`config.mk`:
```
export PLATFORM = sky130hd
export DESIGN_NAME = ddr2_control_input_stage
export DESIGN_NICKNAME = d
export VERILOG_FILES = /design/src/include/ddr2_ctl_pkg.sv /design/src/rtl/cmd_decode.sv /design/src/rtl/sync2.sv /design/src/rtl/ddr2_control_input_stage.sv
export SDC_FILE = /design/constraint.sdc
export NUM_CORES = 1
export LEC_CHECK = 0
export BUFFER_PORTS_ARGS = -buffer_cell sky130_fd_sc_hd__buf_2
export CORE_MARGIN = 3
export CORE_UTILIZATION = 48
export DETAILED_ROUTE_END_ITERATION = 12
export PLACE_DENSITY_LB_ADDON = 0.15
export SLEW_MARGIN = 5
export SYNTH_ARGS = -nofsm -noshare
export SYNTH_HDL_FRONTEND = slang
export SYNTH_HIERARCHICAL = 1
export SYNTH_SLANG_ARGS = --single-unit
```
`constraint.sdc`:
```
create_clock -name clk_sys -period 2.4 [get_ports clk_sys]
set_input_delay 0.12 -clock clk_sys [delete_from_list [all_inputs] [get_ports clk_sys]]
set_output_delay 0.12 -clock clk_sys [all_outputs]
set_load 0.005 [all_outputs]
```
`src/include/ddr2_ctl_pkg.sv`:
```
// Constants and types for the control-input stage
package ddr2_ctl_pkg;
  localparam int DQ_W = 16;
  localparam int TERM_W = 22;
  localparam logic [3:0] CMD_NOP = 4'h7;
  localparam logic [3:0] CMD_DESEL = 4'h8;
  localparam logic [3:0] CMD_REF = 4'h1;
  localparam logic [3:0] CMD_PRE = 4'h2;
  localparam logic [3:0] CMD_ACT = 4'h3;
  localparam logic [3:0] CMD_WR = 4'h4;
  localparam logic [3:0] CMD_RD = 4'h5;
  localparam logic [3:0] CMD_MRS = 4'h0;
  localparam logic [2:0] BANKS = 3'h4;
  typedef enum logic [3:0] {
    ST_ACTIVE = 4'h1,
    ST_PRE_PD = 4'h2,
    ST_ACT_PD = 4'h4,
    ST_SELF = 4'h8
  } pwr_t;
  typedef enum logic [3:0] {
    CD_NOP = 4'h1,
    CD_ACT = 4'h2,
    CD_PRE = 4'h4,
    CD_OTHER = 4'h8
  } cmd_t;
endpackage : ddr2_ctl_pkg

```
`src/rtl/cmd_decode.sv`:
```
// Command decoder from chip select and strobes
`timescale 1ns/1ps
module cmd_decode (
  input wire logic csN,
  input wire logic rasN,
  input wire logic casN,
  input wire logic weN,
  output ddr2_ctl_pkg::cmd_t cmdKind
);
  logic [3:0] code;
  always_comb begin
    code = {csN, rasN, casN, weN};
    if (code[3]) begin
      cmdKind = ddr2_ctl_pkg::CD_NOP;
    end else if (code == ddr2_ctl_pkg::CMD_ACT) begin
      cmdKind = ddr2_ctl_pkg::CD_ACT;
    end else if (code == ddr2_ctl_pkg::CMD_PRE) begin
      cmdKind = ddr2_ctl_pkg::CD_PRE;
    end else if (code == ddr2_ctl_pkg::CMD_NOP) begin
      cmdKind = ddr2_ctl_pkg::CD_NOP;
    end else begin
      cmdKind = ddr2_ctl_pkg::CD_OTHER;
    end
  end
endmodule : cmd_decode

```
`src/rtl/sync2.sv`:
```
// Two-flop synchroniser
`timescale 1ns/1ps
module sync2 (
  input wire logic clk_sys,
  input wire logic rst_n,
  input wire logic din,
  output logic dout
);
  logic meta_r;
  logic meta_nxt;
  logic dout_nxt;
  always_comb begin
    meta_nxt = din;
    dout_nxt = meta_r;
  end
  always_ff @(posedge clk_sys or negedge rst_n) begin
    if (!rst_n) begin
      meta_r <= 1'b0;
      dout <= 1'b0;
    end else begin
      meta_r <= meta_nxt;
      dout <= dout_nxt;
    end
  end
endmodule : sync2

```
`src/rtl/ddr2_control_input_stage.sv`:
```
// Control-input stage: clock edges, power states, command and termination
`timescale 1ns/1ps
module ddr2_control_input_stage (
  input wire logic clk_sys,
  input wire logic rst_n,
  input wire logic ck,
  input wire logic cke,
  input wire logic csN,
  input wire logic rasN,
  input wire logic casN,
  input wire logic weN,
  input wire logic [1:0] bankAddr,
  input wire logic odt,
  input wire logic odtDisabled,
  input wire logic refreshReq,
  input wire logic [ddr2_ctl_pkg::DQ_W-1:0] rdDataRise,
  input wire logic [ddr2_ctl_pkg::DQ_W-1:0] rdDataFall,
  output logic [ddr2_ctl_pkg::DQ_W-1:0] dqOut,
  output logic dqOutStrobe,
  output logic [3:0] cmdCode,
  output logic cmdValid,
  output logic [1:0] cmdBank,
  output logic intClkEn,
  output logic inBufEn,
  output logic outDrvEn,
  output logic ckBufEn,
  output logic odtBufEn,
  output logic [ddr2_ctl_pkg::TERM_W-1:0] termEn,
  output ddr2_ctl_pkg::pwr_t pwrState
);
  // Sampled pins; every pin passes two flops before any logic reads it
  logic ckS;
  logic ckeS;
  logic csS;
  logic rasS;
  logic casS;
  logic weS;
  logic odtS;
  logic [1:0] baS;
  sync2 uCk (.clk_sys(clk_sys), .rst_n(rst_n), .din(ck), .dout(ckS));
  sync2 uCke (.clk_sys(clk_sys), .rst_n(rst_n), .din(cke), .dout(ckeS));
  sync2 uCs (.clk_sys(clk_sys), .rst_n(rst_n), .din(csN), .dout(csS));
  sync2 uRas (.clk_sys(clk_sys), .rst_n(rst_n), .din(rasN), .dout(rasS));
  sync2 uCas (.clk_sys(clk_sys), .rst_n(rst_n), .din(casN), .dout(casS));
  sync2 uWe (.clk_sys(clk_sys), .rst_n(rst_n), .din(weN), .dout(weS));
  sync2 uOdt (.clk_sys(clk_sys), .rst_n(rst_n), .din(odt), .dout(odtS));
  sync2 uBa0 (.clk_sys(clk_sys), .rst_n(rst_n), .din(bankAddr[0]), .dout(baS[0]));
  sync2 uBa1 (.clk_sys(clk_sys), .rst_n(rst_n), .din(bankAddr[1]), .dout(baS[1]));

  logic ckPrev_r;
  logic ckPrev_nxt;
  logic ckRise;
  logic ckFall;
  assign ckRise = ckS && !ckPrev_r;
  assign ckFall = !ckS && ckPrev_r;

  ddr2_ctl_pkg::cmd_t cmdKind;
  cmd_decode uDec (.csN(csS), .rasN(rasS), .casN(casS), .weN(weS), .cmdKind(cmdKind));

  ddr2_ctl_pkg::pwr_t pwr_r;
  ddr2_ctl_pkg::pwr_t pwr_nxt;
  logic [3:0] openRows_r;
  logic [3:0] openRows_nxt;
  logic [3:0] cmdCode_r;
  logic [3:0] cmdCode_nxt;
  logic cmdValid_r;
  logic cmdValid_nxt;
  logic [1:0] cmdBank_r;
  logic [1:0] cmdBank_nxt;
  logic odtOn_r;
  logic odtOn_nxt;
  logic [ddr2_ctl_pkg::DQ_W-1:0] dq_r;
  logic [ddr2_ctl_pkg::DQ_W-1:0] dq_nxt;
  logic dqs_r;
  logic dqs_nxt;
  logic awake;
  logic ckeLive;

  // Shared state tests for next-state, enable and check logic
  function automatic logic isRunning(input ddr2_ctl_pkg::pwr_t st, input logic en);
    return (st == ddr2_ctl_pkg::ST_ACTIVE) && en;
  endfunction : isRunning

  function automatic logic inSelf(input ddr2_ctl_pkg::pwr_t st);
    return st == ddr2_ctl_pkg::ST_SELF;
  endfunction : inSelf

  function automatic logic inPowerDown(input ddr2_ctl_pkg::pwr_t st);
    return (st == ddr2_ctl_pkg::ST_PRE_PD) || (st == ddr2_ctl_pkg::ST_ACT_PD);
  endfunction : inPowerDown

  // Self refresh exit waits only for the synchronised enable, never for ck
  always_comb begin
    awake = (pwr_r == ddr2_ctl_pkg::ST_ACTIVE);
    ckeLive = ckeS;
  end

  always_comb begin
    ckPrev_nxt = ckS;
    pwr_nxt = pwr_r;
    openRows_nxt = openRows_r;
    cmdCode_nxt = cmdCode_r;
    cmdValid_nxt = 1'b0;
    cmdBank_nxt = cmdBank_r;
    odtOn_nxt = odtOn_r;
    dq_nxt = dq_r;
    dqs_nxt = dqs_r;
    case (pwr_r)
      ddr2_ctl_pkg::ST_ACTIVE: begin
        if (ckRise && !ckeLive) begin
          if (openRows_r != 4'h0) begin
            pwr_nxt = ddr2_ctl_pkg::ST_ACT_PD;
          end else if (refreshReq) begin
            pwr_nxt = ddr2_ctl_pkg::ST_SELF;
          end else begin
            pwr_nxt = ddr2_ctl_pkg::ST_PRE_PD;
          end
        end
      end
      ddr2_ctl_pkg::ST_PRE_PD, ddr2_ctl_pkg::ST_ACT_PD: begin
        if (ckRise && ckeLive) begin
          pwr_nxt = ddr2_ctl_pkg::ST_ACTIVE;
        end
      end
      ddr2_ctl_pkg::ST_SELF: begin
        if (ckeLive) begin
          pwr_nxt = ddr2_ctl_pkg::ST_ACTIVE;
        end
      end
      default: pwr_nxt = ddr2_ctl_pkg::ST_ACTIVE;
    endcase
    if (ckRise && isRunning(pwr_r, ckeLive)) begin
      cmdValid_nxt = !csS;
      cmdCode_nxt = {rasS, casS, weS, 1'b0} >> 1;
      cmdBank_nxt = baS;
      if (cmdKind == ddr2_ctl_pkg::CD_ACT) begin
        openRows_nxt[baS] = 1'b1;
      end else if (cmdKind == ddr2_ctl_pkg::CD_PRE) begin
        openRows_nxt[baS] = 1'b0;
      end
    end
    if (ckRise && !inSelf(pwr_r)) begin
      odtOn_nxt = odtS && !odtDisabled;
    end
    // Disabled termination stays off, even across self refresh
    if (odtDisabled) begin
      odtOn_nxt = 1'b0;
    end
    if (isRunning(pwr_r, ckeLive) && (ckRise || ckFall)) begin
      dq_nxt = ckRise ? rdDataRise : rdDataFall;
      dqs_nxt = ckRise;
    end
  end

  always_ff @(posedge clk_sys or negedge rst_n) begin
    if (!rst_n) begin
      ckPrev_r <= 1'b0;
      pwr_r <= ddr2_ctl_pkg::ST_ACTIVE;
      openRows_r <= 4'h0;
      cmdCode_r <= ddr2_ctl_pkg::CMD_NOP;
      cmdValid_r <= 1'b0;
      cmdBank_r <= 2'h0;
      odtOn_r <= 1'b0;
      dq_r <= '0;
      dqs_r <= 1'b0;
    end else begin
      ckPrev_r <= ckPrev_nxt;
      pwr_r <= pwr_nxt;
      openRows_r <= openRows_nxt;
      cmdCode_r <= cmdCode_nxt;
      cmdValid_r <= cmdValid_nxt;
      cmdBank_r <= cmdBank_nxt;
      odtOn_r <= odtOn_nxt;
      dq_r <= dq_nxt;
      dqs_r <= dqs_nxt;
    end
  end

  always_comb begin
    intClkEn = isRunning(pwr_r, ckeLive);
    inBufEn = isRunning(pwr_r, ckeLive);
    outDrvEn = isRunning(pwr_r, ckeLive);
    ckBufEn = !inSelf(pwr_r);
    odtBufEn = !inSelf(pwr_r);
    termEn = {ddr2_ctl_pkg::TERM_W{odtOn_r}};
    dqOut = dq_r;
    dqOutStrobe = dqs_r;
    cmdCode = cmdCode_r;
    cmdValid = cmdValid_r;
    cmdBank = cmdBank_r;
    pwrState = pwr_r;
  end

  // Assertions
  sleep_hold_a: assert property (@(posedge clk_sys) disable iff (!rst_n)
    (pwr_r != ddr2_ctl_pkg::ST_ACTIVE) |-> !intClkEn && !outDrvEn)
    else $error("clocks run while asleep");
  self_bufs_a: assert property (@(posedge clk_sys) disable iff (!rst_n)
    (pwr_r == ddr2_ctl_pkg::ST_SELF) |-> !ckBufEn && !odtBufEn && !inBufEn)
    else $error("buffers on in self refresh");
  pd_bufs_a: assert property (@(posedge clk_sys) disable iff (!rst_n)
    (pwr_r == ddr2_ctl_pkg::ST_PRE_PD) |-> ckBufEn && odtBufEn && !inBufEn)
    else $error("power-down buffer mix wrong");
  act_pd_a: assert property (@(posedge clk_sys) disable iff (!rst_n)
    (pwr_r == ddr2_ctl_pkg::ST_ACTIVE && ckRise && !ckeS && openRows_r != 4'h0)
    |=> pwr_r == ddr2_ctl_pkg::ST_ACT_PD)
    else $error("active power-down not entered");
  pd_sync_a: assert property (@(posedge clk_sys) disable iff (!rst_n)
    (pwr_r == ddr2_ctl_pkg::ST_ACTIVE && !ckRise) |=> pwr_r == ddr2_ctl_pkg::ST_ACTIVE)
    else $error("power-down entry off clock edge");
  self_exit_a: assert property (@(posedge clk_sys) disable iff (!rst_n)
    (pwr_r == ddr2_ctl_pkg::ST_SELF && ckeS) |=> pwr_r == ddr2_ctl_pkg::ST_ACTIVE)
    else $error("self refresh exit late");
  cs_mask_a: assert property (@(posedge clk_sys) disable iff (!rst_n)
    (ckRise && csS) |=> !cmdValid)
    else $error("deselected command taken");
  odt_off_a: assert property (@(posedge clk_sys) disable iff (!rst_n)
    (ckRise && odtDisabled) |=> termEn == '0)
    else $error("termination on while disabled");
  rd_edge_a: assert property (@(posedge clk_sys) disable iff (!rst_n)
    (intClkEn && ckFall) |=> dqOut == $past(rdDataFall) && !dqOutStrobe)
    else $error("falling half not driven");
  cmd_cap_a: assert property (@(posedge clk_sys) disable iff (!rst_n)
    !ckRise |=> !cmdValid)
    else $error("command off rising edge");

  // Command capture
  cmd_take_a: assert property (@(posedge clk_sys) disable iff (!rst_n)
    (ckRise && intClkEn && !csS) |=> cmdValid)
    else $error("selected command dropped");
  code_cap_a: assert property (@(posedge clk_sys) disable iff (!rst_n)
    (ckRise && intClkEn) |=> cmdCode == {1'b0, $past(rasS), $past(casS), $past(weS)})
    else $error("command code not captured");
  bank_cap_a: assert property (@(posedge clk_sys) disable iff (!rst_n)
    (ckRise && intClkEn) |=> cmdBank == $past(baS))
    else $error("bank not captured");
  code_hold_a: assert property (@(posedge clk_sys) disable iff (!rst_n)
    !(ckRise && intClkEn) |=> $stable(cmdCode) && $stable(cmdBank))
    else $error("command fields moved off capture");
  cmd_one_a: assert property (@(posedge clk_sys) disable iff (!rst_n)
    cmdValid |=> !cmdValid)
    else $error("command pulse too long");
  dec_nop_a: assert property (@(posedge clk_sys) disable iff (!rst_n)
    csS |-> cmdKind == ddr2_ctl_pkg::CD_NOP)
    else $error("deselected code decoded");

  // Read data and enables
  rd_rise_a: assert property (@(posedge clk_sys) disable iff (!rst_n)
    (intClkEn && ckRise) |=> dqOut == $past(rdDataRise) && dqOutStrobe)
    else $error("rising half not driven");
  dq_hold_a: assert property (@(posedge clk_sys) disable iff (!rst_n)
    !(ckRise || ckFall) |=> $stable(dqOut) && $stable(dqOutStrobe))
    else $error("read data moved off crossing");
  rd_stop_a: assert property (@(posedge clk_sys) disable iff (!rst_n)
    !intClkEn |=> $stable(dqOut))
    else $error("read data moved while stopped");
  run_en_a: assert property (@(posedge clk_sys) disable iff (!rst_n)
    (pwr_r == ddr2_ctl_pkg::ST_ACTIVE && ckeS) |-> intClkEn && inBufEn && outDrvEn)
    else $error("enables off while running");
  cke_low_a: assert property (@(posedge clk_sys) disable iff (!rst_n)
    !ckeS |-> !intClkEn && !inBufEn && !outDrvEn)
    else $error("enables on with clock enable low");

  // Power states
  pre_pd_a: assert property (@(posedge clk_sys) disable iff (!rst_n)
    (pwr_r == ddr2_ctl_pkg::ST_ACTIVE && ckRise && !ckeS && openRows_r == 4'h0
    && !refreshReq) |=> pwr_r == ddr2_ctl_pkg::ST_PRE_PD)
    else $error("precharge power-down not entered");
  self_entry_a: assert property (@(posedge clk_sys) disable iff (!rst_n)
    (pwr_r == ddr2_ctl_pkg::ST_ACTIVE && ckRise && !ckeS && openRows_r == 4'h0
    && refreshReq) |=> pwr_r == ddr2_ctl_pkg::ST_SELF)
    else $error("self refresh not entered");
  row_open_a: assert property (@(posedge clk_sys) disable iff (!rst_n)
    (ckRise && intClkEn && cmdKind == ddr2_ctl_pkg::CD_ACT) |=> openRows_r[$past(baS)])
    else $error("row not marked open");
  row_close_a: assert property (@(posedge clk_sys) disable iff (!rst_n)
    (ckRise && intClkEn && cmdKind == ddr2_ctl_pkg::CD_PRE) |=> !openRows_r[$past(baS)])
    else $error("row not marked closed");
  pd_exit_a: assert property (@(posedge clk_sys) disable iff (!rst_n)
    (inPowerDown(pwr_r) && ckRise && ckeS) |=> pwr_r == ddr2_ctl_pkg::ST_ACTIVE)
    else $error("power-down exit missed");
  pd_stay_a: assert property (@(posedge clk_sys) disable iff (!rst_n)
    (inPowerDown(pwr_r) && !ckRise) |=> $stable(pwr_r))
    else $error("power-down left off clock edge");
  pd_nocmd_a: assert property (@(posedge clk_sys) disable iff (!rst_n)
    (pwr_r != ddr2_ctl_pkg::ST_ACTIVE) |=> !cmdValid)
    else $error("command taken while asleep");
  pd_clk_a: assert property (@(posedge clk_sys) disable iff (!rst_n)
    !inSelf(pwr_r) |-> ckBufEn && odtBufEn)
    else $error("clock or termination buffer off");
  self_stay_a: assert property (@(posedge clk_sys) disable iff (!rst_n)
    (pwr_r == ddr2_ctl_pkg::ST_SELF && !ckeS) |=> pwr_r == ddr2_ctl_pkg::ST_SELF)
    else $error("self refresh left early");

  // Termination and coverage
  term_freeze_a: assert property (@(posedge clk_sys) disable iff (!rst_n)
    (pwr_r == ddr2_ctl_pkg::ST_SELF && !odtDisabled) |=> $stable(termEn))
    else $error("termination moved in self refresh");
  term_on_a: assert property (@(posedge clk_sys) disable iff (!rst_n)
    (ckRise && !inSelf(pwr_r) && odtS && !odtDisabled) |=> &termEn)
    else $error("termination not switched on");
  term_off_a: assert property (@(posedge clk_sys) disable iff (!rst_n)
    (ckRise && !inSelf(pwr_r) && !odtS) |=> termEn == '0)
    else $error("termination not switched off");
  term_all_a: assert property (@(posedge clk_sys) disable iff (!rst_n)
    (termEn == '0) || (&termEn))
    else $error("termination pins split");
  cov_selfref_c: cover property (@(posedge clk_sys) disable iff (!rst_n)
    pwr_r == ddr2_ctl_pkg::ST_SELF ##1 pwr_r == ddr2_ctl_pkg::ST_ACTIVE);
  cov_actpd_c: cover property (@(posedge clk_sys) disable iff (!rst_n)
    pwr_r == ddr2_ctl_pkg::ST_ACT_PD);
  cov_cmd_c: cover property (@(posedge clk_sys) disable iff (!rst_n) cmdValid);
  cov_term_c: cover property (@(posedge clk_sys) disable iff (!rst_n) termEn[0]);
  cov_prepd_c: cover property (@(posedge clk_sys) disable iff (!rst_n)
    pwr_r == ddr2_ctl_pkg::ST_PRE_PD);
endmodule : ddr2_control_input_stage

```
==> flow_summary.ini, run 1 <==
[sta]
fmax_ghz = 0.485
finClkSkew_ns = 0.00301
final.setup.tns_ns = 0
relSlewSlack = 0.488
period_share = 0.859
setup_ws_ns = 0.338
slew_viol_final = 0
holdWs_ns = 0.0442
rsz0062_at_grt = no
setup_violations = 0
period_minus_slack_ns = 2.06
worstMarginPinSlew_ns = 0.758
hold_viol = 0

[global_routing]
grt_max_degree = 29
antenna_found_initial = 0
grt_pass1_wl_mm = 7.56
grt-ovfl-total = 0
grt_util_all_layers = 0.161
grt_pass1_vias = 1565

[cts]
max-clock-path-buffers = 2
post_cts_buffers = 0
path_clk_slew_ns = 0.09
cts_tree = done
cts-root-buf = clkbuf_8
cts-buffers-inserted = 5
h-tree-depth = 2
clock_sinks = 51
clock_latency_ns = 0.30

[route]
drt_iter0_drc = 86
ant_nets = 0
vias = 1595
via_per_inst = 4.80
first_pass_iters = 4
wl_mm = 4.47
drc_errors = 0
wire_per_inst_um = 13.5

[layout]
multi_input_area_um2 = 866
mostFrequentLayoutCells = 98 x buf_2, 47 x dfrtp_1, 29 x mux2_2, 11 x dlygate4sd3_1, 9 x mux2_4
fillers = 387
seqCellArea_um2 = 1280
post-route-util = 0.622
antenna_cells = 0
layout-drive-gt1-share = 0.589
final_common_cell = buf_2
nets = 310
design_area_um2 = 2980
syn_to_final_growth_pct = 24.0
final_cells = 332

[floorplan]
rows = 25
ios = 100
start_util = 0.501
die_height_um = 76.7
core_um2 = 4790
die_x_um = 76.7
dieArea_um2 = 5880

[synthesis]
ys_ff_latch = 51
synthDominantCellAreaShare = 0.490
yosys_warnings = 6
netlist-cell-type-count = 42
synth_top_area_cell = dfrtp_1
synthTopCellsByArea = dfrtp_1 49%, mux2_2 14%, buf_4 8.4%
synth-async-reset-ratio = 1.00
postSynthAreaPerCell_um2 = 13.4
ys_seq_area_frac = 0.534
synth_ff_type = dfrtp_1
synth_fp_nets = 225
synth_cells = 179
syn-cell-area_um2 = 2400
synth-edff-count = 0

[power]
p_per_area_nw_per_um2 = 699
pwr-share-comb = 0.201
p_int_mw = 1.58
power.total_mw = 2.08
switching_power_uw = 498
irDropWorstVdd_v = 0.000426
p_leak_nw = 1.52
power_frac_seq = 0.507
swShare = 0.239
pwr-share-clk = 0.292

[placement]
dp_hpwl_mm = 3.21
gp_congestion = 0.797
placed_cells = 313
dp_slack_ns = 0.340
io_buffers = 98
placed_area_um2 = 2750

[worst_setup_path]
crit_type = flop to flop
cp-end-kind = flop
required_ns = 2.59
worstPathArrival_ns = 2.26
crit_path_max_fanout = 5
cp-start-kind = flop

[min_path]
hold_path.class = input pin to flop

[job]
max_cap_viol_count = 0

[run_status]
status = completed
==> cell usage after synthesis, drive strengths merged (2+ instances only) <==
cell     n
a21oi    4
a32oi    2
and2     3
buf     30
clkbuf   3
dfrtp   47
dfstp    4
inv      3
mux2    38
nand2    3
nand3    2
nand4    4
nor2     5
nor3     3
nor4b    3
o31a     2
or4b     3
xor2     2
==> layer usage <==
layer | share of wire | global-route usage
met3 | 0.083 | 0.0434
met5 | 0 | 0
met4 | 0.017 | 0.0652
met1 | 0.45 | 0.216
met2 | 0.45 | 0.247
==> flip-flops by register name, summed over array words and instances, names as in the netlist, 2 cells and up, named ones only <==
register	cells
cmdBank	2
cmdCode	3
dqOut	16
pwrState	4
==> what timing repair did <==
action,in CTS,in global routing
hold buffers,11,0
endpoints found under the hold margin,29,0
resized for setup,0,0
setup endpoints to repair,0,0
==> final timing paths <==
path	from	endpoint	slack [ns]	cells past startpoint
min in group asynchronous	rst_n	uCas/dout_nxt	0.32	2
max	uCs/dout	flop	0.34	4
min	refreshReq	pwrState[1]	0.04	2
max in group asynchronous	rst_n	dqOut[7]	1.33	3
min reg2reg	uCke/dout_nxt	uCke/dout	0.35	0
max reg2reg	uCs/dout	flop	0.34	4
==> kinds of logic (layout without fill, tap and decap cells) <==
kind of cell             Yosys count  count (layout)  synth area share
other                              1               1           0.00156
AND/OR/NAND/NOR                   33              33             0.100
AO/OA/AOI/OAI                     17              17            0.0542
buffers and inverters             36             122             0.105
adder cells (fa/ha/maj)            1               1           0.00521
multiplexers                      38              38             0.192
flip-flops                        51              51             0.534
XOR/XNOR                           2               2           0.00730
==> area by class of cell <==
type / count / share of cell area
multi-input cells: 92 / 0.291
clock buffers: 6 / 0.0278
clock inverters: 2 / 0.0118
inverters: 3 / 0.00378
repair buffers: 111 / 0.207
flip-flops and latches: 51 / 0.431
well taps: 67 / 0.0282
==> power by group through the flow <==
stage	sequential [mW]	combinational [mW]	clock [mW]
2_1_floorplan	1.07	0.232	0
5_1_grt	1.07	0.461	0.673
6_report	1.05	0.417	0.608
4_1_cts	1.06	0.426	0.630
3_3_place_gp	1.07	0.406	0
3_5_place_dp	1.07	0.411	0
==> critical path, stage by stage (launching register included) <==
cell     delay (ns)
dfrtp_1        0.43
nor4b_2        0.38
or4b_2         0.64
o31a_1         0.30
a41o_1         0.20
No activity file was read; power rests on OpenSTA's default activity.
==> run 2: changes to the inputs <==
--- a/config.mk
+++ b/config.mk
@@ -5,12 +5,12 @@
 export SDC_FILE = /design/constraint.sdc
 export NUM_CORES = 1
 export LEC_CHECK = 0
-export BUFFER_PORTS_ARGS = -buffer_cell sky130_fd_sc_hd__buf_2
+export BUFFER_PORTS_ARGS = -buffer_cell sky130_fd_sc_hd__clkbuf_2
 export CORE_MARGIN = 3
 export CORE_UTILIZATION = 48
 export DETAILED_ROUTE_END_ITERATION = 12
 export PLACE_DENSITY_LB_ADDON = 0.15
-export SLEW_MARGIN = 5
+export SLEW_MARGIN = 10
 export SYNTH_ARGS = -nofsm -noshare
 export SYNTH_HDL_FRONTEND = slang
 export SYNTH_HIERARCHICAL = 1
==> run 2 against run 1 <==
Against the previous run: wire length up 0.16%; via count is 2.3% higher; cell count stayed put; combinational power about the same; highest routed layer unchanged.
==> flow_summary.ini, run 2 (same netlist as run 1, synthesis figures left out) <==
[run_status]
status = completed

[layout]
antenna_cells = 0
multi_input_area_um2 = 866
design_area_um2 = 2990
layout-drive-gt1-share = 0.585
post-route-util = 0.625
mostFrequentLayoutCells = 98 x clkbuf_2, 47 x dfrtp_1, 29 x mux2_2, 11 x dlygate4sd3_1, 9 x mux2_4
seqCellArea_um2 = 1280
nets = 310
final_common_cell = clkbuf_2
syn_to_final_growth_pct = 24.6
largest_reg_flops = 16
fillers = 402

[cts]
clock_sinks = 51
post_cts_buffers = 0
cts-root-buf = clkbuf_8
cts_tree = done
max-clock-path-buffers = 2
path_clk_slew_ns = 0.09
post_cts_resized = 0
h-tree-depth = 2
cts-buffers-inserted = 5
clock_latency_ns = 0.30

[sta]
hold_viol = 0
setup_ws_ns = 0.317
final.setup.tns_ns = 0
relSlewSlack = 0.511
finClkSkew_ns = 0.00893
holdWs_ns = 0.0451
setup_violations = 0
period_minus_slack_ns = 2.08
period_share = 0.868
rsz0062_at_grt = no
slew_viol_final = 0
fmax_ghz = 0.480
worstMarginPinSlew_ns = 0.724

[worst_setup_path]
required_ns = 2.59
path_buf_inv = 0
cp-end-kind = flop
cpLargestDelayFamily = simple AND/OR/NAND/NOR gates
max_stage_delay_ns = 0.64
r2r_start = uCs/dout
cp-start-kind = flop
worstPathArrival_ns = 2.27
crit_path_cell_trace = nor4b_2, or4b_2, o31a_1, a41o_1
crit_path_max_fanout = 5
crit_type = flop to flop
r2r_cells = 4
slowest_stage = or4b_2
r2r_setup_slack_ns = 0.32

[route]
wl_mm = 4.48
vias = 1631
ant_nets = 0
drt_iter0_drc = 61
via_per_inst = 4.91
first_pass_iters = 4
drc_errors = 0
wire_per_inst_um = 13.5

[power]
switching_power_uw = 503
power_frac_seq = 0.491
p_per_area_nw_per_um2 = 724
pwr-share-clk = 0.316
swShare = 0.232
irDropWorstVdd_v = 0.000456
p_leak_nw = 1.52
p_int_mw = 1.66
pwr-share-comb = 0.193

[floorplan]
rows = 25
die_x_um = 76.7
core_um2 = 4790
start_util = 0.501
ios = 100
dieArea_um2 = 5880
die_height_um = 76.7

[min_path]
hold_path.class = input pin to flop
min_to = pwrState[1]
min_path_cells = 2
min_from = refreshReq

[placement]
dp_hpwl_mm = 3.22
dp_slack_ns = 0.332
placed_area_um2 = 2750
gp_congestion = 0.827
io_buffers = 98

[job]
max_cap_viol_count = 0

[global_routing]
antenna_found_initial = 0
grt_pass1_vias = 1658
grt_max_degree = 52
grt_util_all_layers = 0.163
grt_pass1_wl_mm = 7.84
grt-ovfl-total = 0
-- run 2: changes by cell type in the layout (fill, tap and decap cells not counted) --
cell / previous run / this run
buf_2: 98 / 0
clkbuf_2: 0 / 98
bufinv_16: 1 / 2
clkbuf_1: 0 / 1
clkbuf_8: 6 / 5
clkinv_2: 1 / 0
-- run 2: power groups by stage --
stage / clock (mW) / sequential [mW] / combinational [mW]
3_5_place_dp: 0 / 1.08 / 0.411
2_1_floorplan: 0 / 1.07 / 0.232
6_report: 0.685 / 1.06 / 0.417
3_3_place_gp: 0 / 1.07 / 0.404
5_1_grt: 0.745 / 1.08 / 0.459
4_1_cts: 0.702 / 1.06 / 0.427
-- run 2: layout make-up --
cell class | instances | share of cell area
inverter | 3 | 0.00377
clock buffer | 6 | 0.0243
sequential | 51 | 0.428
multi-input combinational | 92 | 0.290
tap | 67 | 0.0280
timing repair buffer | 111 | 0.206
clock inverter | 2 | 0.0201
-- run 2: per-stage QoR --
stage                     instances  power [mW]
final                           332        2.16
after global placement          313        1.48
after global routing            332        2.29
after detailed placement        313        1.49
after CTS                       332        2.19
after floorplan                 179        1.31
-- run 2: per-layer routing --
metal  GRT usage  vias to the layer above  part of all wire
li1            -                      779                 -
met1       0.214                      776              0.44
met2       0.260                       74              0.47
met3      0.0540                        2             0.085
met4      0.0417                        0            0.0054
met5           0                        -                 0
-- run 2: what timing repair did --
item / CTS / global route
setup endpoints to repair: 0 / 0
endpoints found under the hold margin: 57 / 0
hold buffers: 11 / 0
-- run 2: worst max-delay path by stage --
stage | startpoint | to | cells past startpoint
global placement | uCs/dout | flop | 4
floorplan | uCs/dout | flop | 4
CTS | uCs/dout | flop | 4
finish | uCs/dout | flop | 4
detailed placement | uCs/dout | flop | 4
global route | uCs/dout | flop | 4
-- run 2: worst register-to-register path, stage by stage, from the launching register on --
cell and delay, ns:
dfrtp_1 0.44, nor4b_2 0.41, or4b_2 0.64, o31a_1 0.30, a41o_1 0.20
==> run 3: changes to the inputs <==
--- a/config.mk
+++ b/config.mk
@@ -8,6 +8,7 @@
 export BUFFER_PORTS_ARGS = -buffer_cell sky130_fd_sc_hd__clkbuf_2
 export CORE_MARGIN = 3
 export CORE_UTILIZATION = 48
+export CTS_BUF_LIST = sky130_fd_sc_hd__clkbuf_16
 export DETAILED_ROUTE_END_ITERATION = 12
 export PLACE_DENSITY_LB_ADDON = 0.15
 export SLEW_MARGIN = 10
==> run 3 against run 2 <==
Against the previous run: worst hold slack improved by 0.022 ns; sequential power about the same; die area unchanged; combinational power about the same; clock power increased by 28%; cell count unchanged; register-to-register slack about the same; via count unchanged; sequential share of layout area decreased by 0.79 points; largest cell class unchanged.
==> flow_summary.ini, run 3 (same netlist as run 1, synthesis figures left out) <==
[global_routing]
antenna_found_initial = 0
grt_pass1_vias = 1654
grt_pass1_wl_mm = 7.83
grt_max_degree = 52
grt-ovfl-total = 0
grt_util_all_layers = 0.162

[sta]
period_share = 0.864
rsz0062_at_grt = no
period_minus_slack_ns = 2.07
fmax_ghz = 0.482
setup_violations = 0
worstMarginPinSlew_ns = 0.723
hold_viol = 0
slew_viol_final = 0
final.setup.tns_ns = 0
relSlewSlack = 0.511
holdWs_ns = 0.0674
finClkSkew_ns = 0.00500

[route]
vias = 1631
first_pass_iters = 4
wl_mm = 4.47
drc_errors = 0
ant_nets = 0
drt_iter0_drc = 38
via_per_inst = 4.91
wire_per_inst_um = 13.5

[worst_setup_path]
cp-end-kind = flop
path_buf_inv = 0
required_ns = 2.57
slowest_stage = or4b_2
crit_path_max_fanout = 5
cpLargestDelayFamily = simple AND/OR/NAND/NOR gates
max_stage_delay_ns = 0.64
crit_path_cell_trace = nor4b_2, or4b_2, o31a_1, a41o_1
cp-start-kind = flop
worstPathArrival_ns = 2.24
crit_type = flop to flop

[floorplan]
rows = 25
die_x_um = 76.7
die_height_um = 76.7
core_um2 = 4790
start_util = 0.501
dieArea_um2 = 5880
ios = 100

[layout]
largest_reg_flops = 16
layout-drive-gt1-share = 0.585
syn_to_final_growth_pct = 27.0
nets = 310
final_cells = 332
final_common_cell = clkbuf_2
mostFrequentLayoutCells = 98 x clkbuf_2, 47 x dfrtp_1, 29 x mux2_2, 11 x dlygate4sd3_1, 9 x mux2_4
antenna_cells = 0
fillers = 391

[power]
irDropWorstVdd_v = 0.000505
p_per_area_nw_per_um2 = 774
p_leak_nw = 1.55
power.total_mw = 2.36

[cts]
max-clock-path-buffers = 2
cts-root-buf = clkbuf_16
cts_tree = done
h-tree-depth = 2
post_cts_buffers = 0
clock_sinks = 51
post_cts_resized = 0
path_clk_slew_ns = 0.07
ctsHoldBuffers = 11
cts-buffers-inserted = 5
clock_latency_ns = 0.28

[placement]
gp_congestion = 0.827
dp_hpwl_mm = 3.22
io_buffers = 98
placed_cells = 313

[min_path]
hold_path.class = input pin to flop

[run_status]
status = completed

[job]
max_cap_viol_count = 0
[run 3: cell types whose count changed in the layout (fill, tap and decap cells not counted), sizes merged]
cell,change
clkbuf,-1
inv,+1
[run 3: report_power, final]
group / switching (mW) / total [mW] / internal, mW
Combinational: 0.159 / 0.417 / 0.258
Sequential: 0.0766 / 1.06 / 0.988
Clock: 0.283 / 0.876 / 0.593
[run 3: cell type report]
type / count / area [um^2] / area share
Inverter: 3 / 11.3 / 0.00370
Clock inverter: 3 / 63.8 / 0.0209
Tap cell: 67 / 83.8 / 0.0275
Timing Repair Buffer: 111 / 616 / 0.202
Clock buffer: 5 / 125 / 0.0411
Sequential cell: 51 / 1280 / 0.421
Multi-Input combinational cell: 92 / 866 / 0.284
[run 3: worst reg2reg max path: cells and delay by family (launching register included)]
family | cells | cell delay [ns]
AO/OA/AOI/OAI | 2 | 0.50
flip-flops | 1 | 0.43
AND/OR/NAND/NOR | 2 | 1.05
[run 3: metal layers]
layer  vias up  part of all wire  wire length [um]  track usage
met5         -                 0                 0            0
met4         0            0.0034                15       0.0380
met3         2             0.082               366       0.0528
met2        78              0.47              2110        0.260
met1       773              0.44              1980        0.213
li1        778                 -                 -            -
[run 3: path summary, 6_finish.rpt]
| kind | end | cells after the start | from | slack [ns] |
|---|---|---|---|---|
| min reg2reg | uCk/dout | 0 | uCk/dout_nxt | 0.35 |
| max in group asynchronous | dqOut[7] | 3 | rst_n | 1.49 |
| min in group asynchronous | uWe/dout_nxt | 3 | rst_n | 0.50 |
| max reg2reg | flop | 4 | uCs/dout | 0.33 |
| max | flop | 4 | uCs/dout | 0.33 |
| min | pwrState[1] | 2 | refreshReq | 0.07 |
[run 3: metrics by stage]
stage	utilization	cell area [um^2]	worst slack, ns
3_5_place_dp	0.574	2750	0.332
3_3_place_gp	0.574	2750	0.387
2_1_floorplan	-	2400	0.429
4_1_cts	0.637	3050	0.324
5_1_grt	0.637	3050	0.225
6_report	0.637	3050	0.326
